### src/shared/grr_pkg.sv
// package of constants for the gyro rate readout register block
package grr_pkg;
    localparam logic [7:0] GRR_ADDR_X_LOW   = 8'h02;
    localparam logic [7:0] GRR_ADDR_X_HIGH  = 8'h03;
    localparam logic [7:0] GRR_ADDR_Y_LOW   = 8'h04;
    localparam logic [7:0] GRR_ADDR_Y_HIGH  = 8'h05;
    localparam logic [7:0] GRR_ADDR_Z_LOW   = 8'h06;
    localparam logic [7:0] GRR_ADDR_Z_HIGH  = 8'h07;
    localparam logic [7:0] GRR_ADDR_RSVD    = 8'h08;
    localparam logic [7:0] GRR_ADDR_STATUS0 = 8'h09;
    localparam int         GRR_BIT_ANY      = 2;
    localparam int         GRR_BIT_HIGH     = 1;
    localparam logic [7:0] GRR_RDATA_RESET  = 8'h00;
    localparam logic [7:0] GRR_RSVD_VALUE   = 8'h00;
    localparam logic [15:0] GRR_SAMPLE_RESET = 16'h0000;
endpackage : grr_pkg

### src/logic/grr_rate_readout.sv
// read-side registers of the gyro rate channels and first status byte
// Functional notes
// - low read freezes high byte until read
// - host reads low before high for consistency
// - y low byte at 0x04
// - y high byte at 0x05
// - z low byte at 0x06
// - z high byte at 0x07
// - 0x08 reserved, reads zero
// - 0x09: any-motion bit 2, high-rate bit 1
// - x low 0x02, high 0x03, same locking
module grr_rate_readout
    import grr_pkg::*;
(
    input  wire logic        clk,
    input  wire logic        resetn,
    input  wire logic        ce,
    input  wire logic        shadow_dis,
    input  wire logic        data_ready,
    input  wire logic        powering_up,
    input  wire logic        deep_suspend,
    input  wire logic [15:0] rate_x,
    input  wire logic [15:0] rate_y,
    input  wire logic [15:0] rate_z,
    input  wire logic        any_motion_evt,
    input  wire logic        high_rate_evt,
    input  wire logic        rd_en,
    input  wire logic [7:0]  rd_addr,
    output logic      [7:0]  rd_data,
    output logic             rd_valid,
    output logic             data_invalid
);
    logic       blocked;
    logic       upd;
    logic       rd_ok;
    logic [2:0] rd_lo;
    logic [2:0] rd_hi;
    logic [7:0] low_b   [3];
    logic [7:0] high_b  [3];
    logic [2:0] lock_s;
    logic [15:0] samp   [3];
    logic [7:0] rdata_r;
    logic       rvalid_r;
    logic       any_r;
    logic       high_r;
    logic       inval_r;

    // reads in power-up or deep suspend carry no valid data
    assign blocked = powering_up | deep_suspend;
    assign upd     = data_ready & ~blocked;
    assign rd_ok   = rd_en & ~blocked;
    assign samp[0] = rate_x;
    assign samp[1] = rate_y;
    assign samp[2] = rate_z;

    // a burst ascends low then high, so the lock releases on its own
    assign rd_lo[0] = rd_ok && rd_addr == GRR_ADDR_X_LOW;
    assign rd_hi[0] = rd_ok && rd_addr == GRR_ADDR_X_HIGH;
    assign rd_lo[1] = rd_ok && rd_addr == GRR_ADDR_Y_LOW;
    assign rd_hi[1] = rd_ok && rd_addr == GRR_ADDR_Y_HIGH;
    assign rd_lo[2] = rd_ok && rd_addr == GRR_ADDR_Z_LOW;
    assign rd_hi[2] = rd_ok && rd_addr == GRR_ADDR_Z_HIGH;

    for (genvar i = 0; i < 3; i++) begin : g_axis
        grr_axis_shadow u_axis (
            .clk          (clk),
            .resetn       (resetn),
            .ce           (ce),
            .shadow_dis   (shadow_dis),
            .sample_valid (upd),
            .sample_in    (samp[i]),
            .rd_low       (rd_lo[i]),
            .rd_high      (rd_hi[i]),
            .low_byte     (low_b[i]),
            .high_byte    (high_b[i]),
            .locked       (lock_s[i])
        );
    end

    // event status: set wins over the read that would clear it
    always_ff @(posedge clk or negedge resetn) begin
        if (!resetn) begin
            any_r  <= 1'b0;
            high_r <= 1'b0;
        end else if (ce) begin
            if (any_motion_evt) begin
                any_r <= 1'b1;
            end else if (rd_ok && rd_addr == GRR_ADDR_STATUS0) begin
                any_r <= 1'b0;
            end
            if (high_rate_evt) begin
                high_r <= 1'b1;
            end else if (rd_ok && rd_addr == GRR_ADDR_STATUS0) begin
                high_r <= 1'b0;
            end
        end
    end

    // registered read data, one cycle after the request
    always_ff @(posedge clk or negedge resetn) begin
        if (!resetn) begin
            rdata_r  <= GRR_RDATA_RESET;
            rvalid_r <= 1'b0;
            inval_r  <= 1'b0;
        end else if (ce) begin
            rvalid_r <= rd_en;
            inval_r  <= rd_en & blocked;
            if (rd_en) begin
                unique case (rd_addr)
                    GRR_ADDR_X_LOW:   rdata_r <= low_b[0];
                    GRR_ADDR_X_HIGH:  rdata_r <= high_b[0];
                    GRR_ADDR_Y_LOW:   rdata_r <= low_b[1];
                    GRR_ADDR_Y_HIGH:  rdata_r <= high_b[1];
                    GRR_ADDR_Z_LOW:   rdata_r <= low_b[2];
                    GRR_ADDR_Z_HIGH:  rdata_r <= high_b[2];
                    GRR_ADDR_RSVD:    rdata_r <= GRR_RSVD_VALUE;
                    GRR_ADDR_STATUS0: begin
                        rdata_r <= 8'h00;
                        rdata_r[GRR_BIT_ANY]  <= any_r;
                        rdata_r[GRR_BIT_HIGH] <= high_r;
                    end
                    default:          rdata_r <= GRR_RDATA_RESET;
                endcase
            end
        end
    end

    assign rd_data      = rdata_r;
    assign rd_valid     = rvalid_r;
    assign data_invalid = inval_r;

    // helpers: reference samples taken from the inputs, apart from the axis logic
    logic [15:0] y_ref_chk;
    logic [15:0] z_ref_chk;
    logic [7:0]  y_hold_chk;
    logic [7:0]  z_hold_chk;
    always_ff @(posedge clk or negedge resetn) begin
        if (!resetn) begin
            y_ref_chk <= GRR_SAMPLE_RESET;
            z_ref_chk <= GRR_SAMPLE_RESET;
        end else if (ce && data_ready && !powering_up && !deep_suspend) begin
            y_ref_chk <= rate_y;
            z_ref_chk <= rate_z;
        end
    end

    // high byte the host must see after a low read; repeated low reads re-capture
    always_ff @(posedge clk or negedge resetn) begin
        if (!resetn) begin
            y_hold_chk <= GRR_SAMPLE_RESET[15:8];
            z_hold_chk <= GRR_SAMPLE_RESET[15:8];
        end else if (ce) begin
            if (rd_lo[1]) begin
                y_hold_chk <= y_ref_chk[15:8];
            end
            if (rd_lo[2]) begin
                z_hold_chk <= z_ref_chk[15:8];
            end
        end
    end

    property p_lock_after_low;
        @(posedge clk) disable iff (!resetn)
        (ce && rd_lo[1] && !shadow_dis) |=> lock_s[1];
    endproperty
    a_lock_after_low: assert property (p_lock_after_low)
        else $error("y high byte not locked after low read");

    property p_high_frozen;
        @(posedge clk) disable iff (!resetn)
        (lock_s[1] && $past(lock_s[1]) && !$past(rd_lo[1])) |-> high_b[1] == $past(high_b[1]);
    endproperty
    a_high_frozen: assert property (p_high_frozen)
        else $error("y high byte changed while locked");

    property p_unlock_high;
        @(posedge clk) disable iff (!resetn)
        (ce && rd_hi[1] && !rd_lo[1]) |=> !lock_s[1];
    endproperty
    a_unlock_high: assert property (p_unlock_high)
        else $error("lock not released by high read");

    property p_no_lock_dis;
        @(posedge clk) disable iff (!resetn)
        (ce && shadow_dis) |=> !lock_s[0] && !lock_s[1] && !lock_s[2];
    endproperty
    a_no_lock_dis: assert property (p_no_lock_dis)
        else $error("lock held with shadow disabled");

    property p_y_low;
        @(posedge clk) disable iff (!resetn)
        (ce && rd_en && rd_addr == GRR_ADDR_Y_LOW) |=> rd_data == $past(y_ref_chk[7:0]);
    endproperty
    a_y_low: assert property (p_y_low)
        else $error("y low byte read wrong");

    property p_y_high_pair;
        @(posedge clk) disable iff (!resetn)
        (ce && rd_hi[1] && lock_s[1]) |=> rd_data == y_hold_chk;
    endproperty
    a_y_high_pair: assert property (p_y_high_pair)
        else $error("y high byte not from locked sample");

    property p_rsvd;
        @(posedge clk) disable iff (!resetn)
        (ce && rd_en && rd_addr == GRR_ADDR_RSVD) |=> rd_data == 8'h00;
    endproperty
    a_rsvd: assert property (p_rsvd)
        else $error("reserved address read nonzero");

    property p_status;
        @(posedge clk) disable iff (!resetn)
        (ce && rd_en && rd_addr == GRR_ADDR_STATUS0) |=>
            rd_data[7:3] == 5'h00 && !rd_data[0] && rd_data[2] == $past(any_r) &&
            rd_data[1] == $past(high_r);
    endproperty
    a_status: assert property (p_status)
        else $error("status byte layout wrong");

    property p_invalid;
        @(posedge clk) disable iff (!resetn)
        (ce && rd_en && (powering_up || deep_suspend)) |=> data_invalid;
    endproperty
    a_invalid: assert property (p_invalid)
        else $error("read in power-up or deep suspend not flagged");

    property p_z_high;
        @(posedge clk) disable iff (!resetn)
        (ce && rd_en && rd_addr == GRR_ADDR_Z_HIGH) |=>
            rd_data == $past(lock_s[2] ? z_hold_chk : z_ref_chk[15:8]);
    endproperty
    a_z_high: assert property (p_z_high)
        else $error("z high byte read wrong");

    c_burst_y: cover property (@(posedge clk) disable iff (!resetn)
        rd_lo[1] ##1 rd_hi[1]);
    c_lock_new: cover property (@(posedge clk) disable iff (!resetn)
        lock_s[1] && upd);
    c_status_any: cover property (@(posedge clk) disable iff (!resetn)
        rd_valid && any_r);
endmodule : grr_rate_readout

### src/logic/grr_axis_shadow.sv
// one axis: sample register plus low-before-high shadow lock
module grr_axis_shadow
    import grr_pkg::*;
(
    input  wire logic        clk,
    input  wire logic        resetn,
    input  wire logic        ce,
    input  wire logic        shadow_dis,
    input  wire logic        sample_valid,
    input  wire logic [15:0] sample_in,
    input  wire logic        rd_low,
    input  wire logic        rd_high,
    output logic      [7:0]  low_byte,
    output logic      [7:0]  high_byte,
    output logic             locked
);
    logic [15:0] sample_r;
    logic [7:0]  high_hold_r;
    logic        lock_r;

    // live sample; always tracks new data so the low byte is fresh
    always_ff @(posedge clk or negedge resetn) begin
        if (!resetn) begin
            sample_r <= GRR_SAMPLE_RESET;
        end else if (ce && sample_valid) begin
            sample_r <= sample_in;
        end
    end

    // low read freezes the high byte until it is read; disabled shadow never locks
    always_ff @(posedge clk or negedge resetn) begin
        if (!resetn) begin
            lock_r      <= 1'b0;
            high_hold_r <= GRR_SAMPLE_RESET[15:8];
        end else if (ce) begin
            if (shadow_dis) begin
                lock_r <= 1'b0;
            end else if (rd_low) begin
                lock_r      <= 1'b1;
                high_hold_r <= sample_r[15:8];
            end else if (rd_high) begin
                lock_r <= 1'b0;
            end
        end
    end

    assign low_byte  = sample_r[7:0];
    assign high_byte = lock_r ? high_hold_r : sample_r[15:8];
    assign locked    = lock_r;
endmodule : grr_axis_shadow

### config.mk
export PLATFORM = sky130hd
export DESIGN_NAME = grr_rate_readout
export DESIGN_NICKNAME = d
export VERILOG_FILES = /design/src/shared/grr_pkg.sv /design/src/logic/grr_rate_readout.sv /design/src/logic/grr_axis_shadow.sv
export SDC_FILE = /design/constraint.sdc
export NUM_CORES = 1
export LEC_CHECK = 0
export BUFFER_PORTS_ARGS = -buffer_cell sky130_fd_sc_hd__buf_2
export CAP_MARGIN = 25
export CORE_MARGIN = 5
export CORE_UTILIZATION = 30
export CTS_CLUSTER_SIZE = 20
export DETAILED_ROUTE_END_ITERATION = 16
export PLACE_DENSITY_LB_ADDON = 0.2
export SLEW_MARGIN = 30
export SYNTH_ARGS = -nofsm -noshare
export SYNTH_HDL_FRONTEND = slang
export SYNTH_SLANG_ARGS = --single-unit
### constraint.sdc
create_clock -name clk -period 5.1 [get_ports clk]
set_input_delay 1.275 -clock clk [delete_from_list [all_inputs] [get_ports clk]]
set_output_delay 1.275 -clock clk [all_outputs]
set_load 0.03 [all_outputs]
==> flow_summary.toml <==
[outcome]
outcome = "complete, no violations"

[synth]
synth_fa_ha_area_share_pct = 0
syn_inst = 305
synth.most_common_cell = "dfrtp_1"
synthFlopType = "dfrtp_1"
synth_nets = 371
async_flop_share_pct = 100
synth_top_family_by_area = "multiplexers"
syn_area_per_cell_um2 = 13.2
synth-xor-area-share_pct = 0
yosysTopAreaCell = "dfrtp_1"
yosys.area_share.simple_pct = 7.39
synth_seq_cells = 87
synth_compound_area_share_pct = 6.77
ys_types = 35
synth_top_area_share_pct = 54.0
synth_edf_count = 0
synth_seq_area_share_pct = 54.0
muxShareOfSynthArea_pct = 29.6
synth.area.top_cells = "dfrtp_1, mux2_2, mux2i_1"
ys.warnings.count = 0
syn_area_um2 = 4030
synth_common_cells = "dfrtp_1, mux2_2, mux2i_1"

[route]
wirelength_um = 9390
wl_met2_um = 4420
via_per_inst = 4.82
dr.first_iter.drc_count = 135
drt_pass1_iterations = 4
drc = 0
ant_nets = 0
wl_met3_um = 402
wl_met1_um = 4420
routedWlPerCell_um = 17.0
vias = 2655
dr.max_layer_used = "met4"

[timing]
whs_ps = 502
max_freq_ghz = 0.277
relSlewSlack_pct = 53.7
drv_slew = 0
final.setup.tns_ps = 0
period_share_pct = 70.8
worst_pin_slew_ps = 689
finalHoldViolCount = 0
period_needed_ps = 3610
setup-violations-final = 0
rsz0062_at_grt = "false"
fin_skew_ps = 6.38
setup_ws_ps = 1490

[finish]
num_antenna_cells = 0
fin_area_um2 = 4830
layout-drive-gt1-share_pct = 46.1
nets = 439
nFillCells = 1313
area_delta_synth_final_pct = 19.9

[setup_path]
criticalPathCategory = "input port to flop"
cp_max_fo = 9
startpoint_type = "input port"
worst_setup_path_end_kind = "flop"
cp.arrival_ps = 3830
cp.required_ps = 5310

[grt]
grt_max_degree = 49
antenna_found_initial = 0
grt_pass1_wl_um = 15300
grt_remaining_overflow = 0
grt_use_total_pct = 12.4
grt_pass1_vias = 2811

[placed_design]
post-place-ws_ps = 1120
place_area_um2 = 4560
gp_congestion = 0.757
port_buffers = 75
dpl.hpwl_um = 6910

[clock_tree]
clk_latency_ps = 330
cts_max_level = 3
postCtsSetupBuffers = 0
cts_root_buffer = "clkbuf_16"
cts-resized-gates = 0
path_clk_slew_ps = 60
numCtsBuffers = 9
cts_max_path_buffers = 2
cts_hold_buf = 0
cts_tree = "built"
cts.sinks = 87

[power_and_ir_drop]
power_frac_seq_pct = 49.8
p_clk_share_pct = 36.3
p_switching_mw = 0.411
combinationalPowerShare_pct = 13.9
leakagePower_nw = 2.15
total_power_mw = 1.68
p_sw_share_pct = 24.5
internal_power_mw = 1.27
power_density_nw_per_um2 = 347
ir_drop_mv = 0.185

[die]
start_util_pct = 30.6
placeableCoreArea_um2 = 13200
dieArea_um2 = 15900
io_pins = 76
rows = 42
die_w_um = 126
die_h_um = 126

[worst_hold_path]
worst_hold_path_type = "flop to flop"

[flow_run]
cap_violations = 0
## sequential cells by signal (all words and copies together) (netlist names)
| name | flops |
|---|---|
| g_axis.u_axis.sample_r | 48 |
| g_axis.u_axis.locked | 3 |
| high_r | 1 |
| any_r | 1 |
| rd_valid | 1 |
| data_invalid | 1 |
| rd_data | 8 |
| g_axis.u_axis.high_hold_r | 24 |
## cells in the final DEF (no fill, tap or decap), types with 5 or more instances in the layout
cell type,count
mux2_2,77
mux2i_1,28
o22ai_1,5
o211ai_1,7
nand2b_1,7
buf_2,74
nand2_1,14
dfrtp_1,87
o21ai_0,7
nor2_1,11
clkbuf_16,9
## power groups by stage
stage | clock (mW) | combinational (mW) | sequential (mW)
2_1_floorplan | 0 | 0.155 | 0.830
5_1_grt | 0.650 | 0.261 | 0.848
3_3_place_gp | 0 | 0.235 | 0.848
6_report | 0.608 | 0.233 | 0.836
4_1_cts | 0.627 | 0.239 | 0.838
3_5_place_dp | 0 | 0.238 | 0.851
## cell families (layout without fill, tap and decap cells)
logic type,count (synthesis),after routing
flops,87,87
compound gates,39,39
buf+inv,22,92
simple gates,50,50
mux,107,107
## layout make-up
type	count	area [µm²]	share of cell area, %
tap	176	220	4.56
inverter	3	11.3	0.233
clock buffer	12	267	5.51
sequential	87	2180	45.0
multi-input combinational	196	1770	36.6
clock inverter	1	5.00	0.104
timing repair buffer	76	385	7.97
## critical path: stages
cell     delay, ps
buf_2           90
or4_1          660
or4_1          730
nor4b_4        660
mux2_2         410
## metrics by stage
stage          cells  util (%)
2_1_floorplan    305         -
3_3_place_gp     538      34.6
3_5_place_dp     538      34.6
4_1_cts          551      36.6
5_1_grt          551      36.6
6_report         551      36.6
## path summary, 6_finish.rpt
check | depth (start not counted) | slack [ps] | from | end
max in group asynchronous | 2 | 3190 | resetn | g_axis[0].u_axis.sample_r[12]
hold reg to reg | 1 | 500 | g_axis[2].u_axis.high_hold_r[1] | g_axis[2].u_axis.high_hold_r[1]
min in group asynchronous | 1 | 930 | resetn | g_axis[1].u_axis.sample_r[6]
setup / recovery | 5 | 1490 | rd_addr[5] | g_axis[2].u_axis.high_hold_r[5]
hold / removal | 1 | 500 | g_axis[2].u_axis.high_hold_r[1] | g_axis[2].u_axis.high_hold_r[1]
setup reg to reg | 4 | 3250 | g_axis[1].u_axis.locked | rd_data[5]
## per-layer routing
metal  global-route usage, %  up-vias
li1                        -     1261
met1                    16.6     1335
met2                    19.2       52
met3                    3.43        7
met4                    4.35        0
met5                       0        -
No activity file was read; power rests on OpenSTA's default activity.
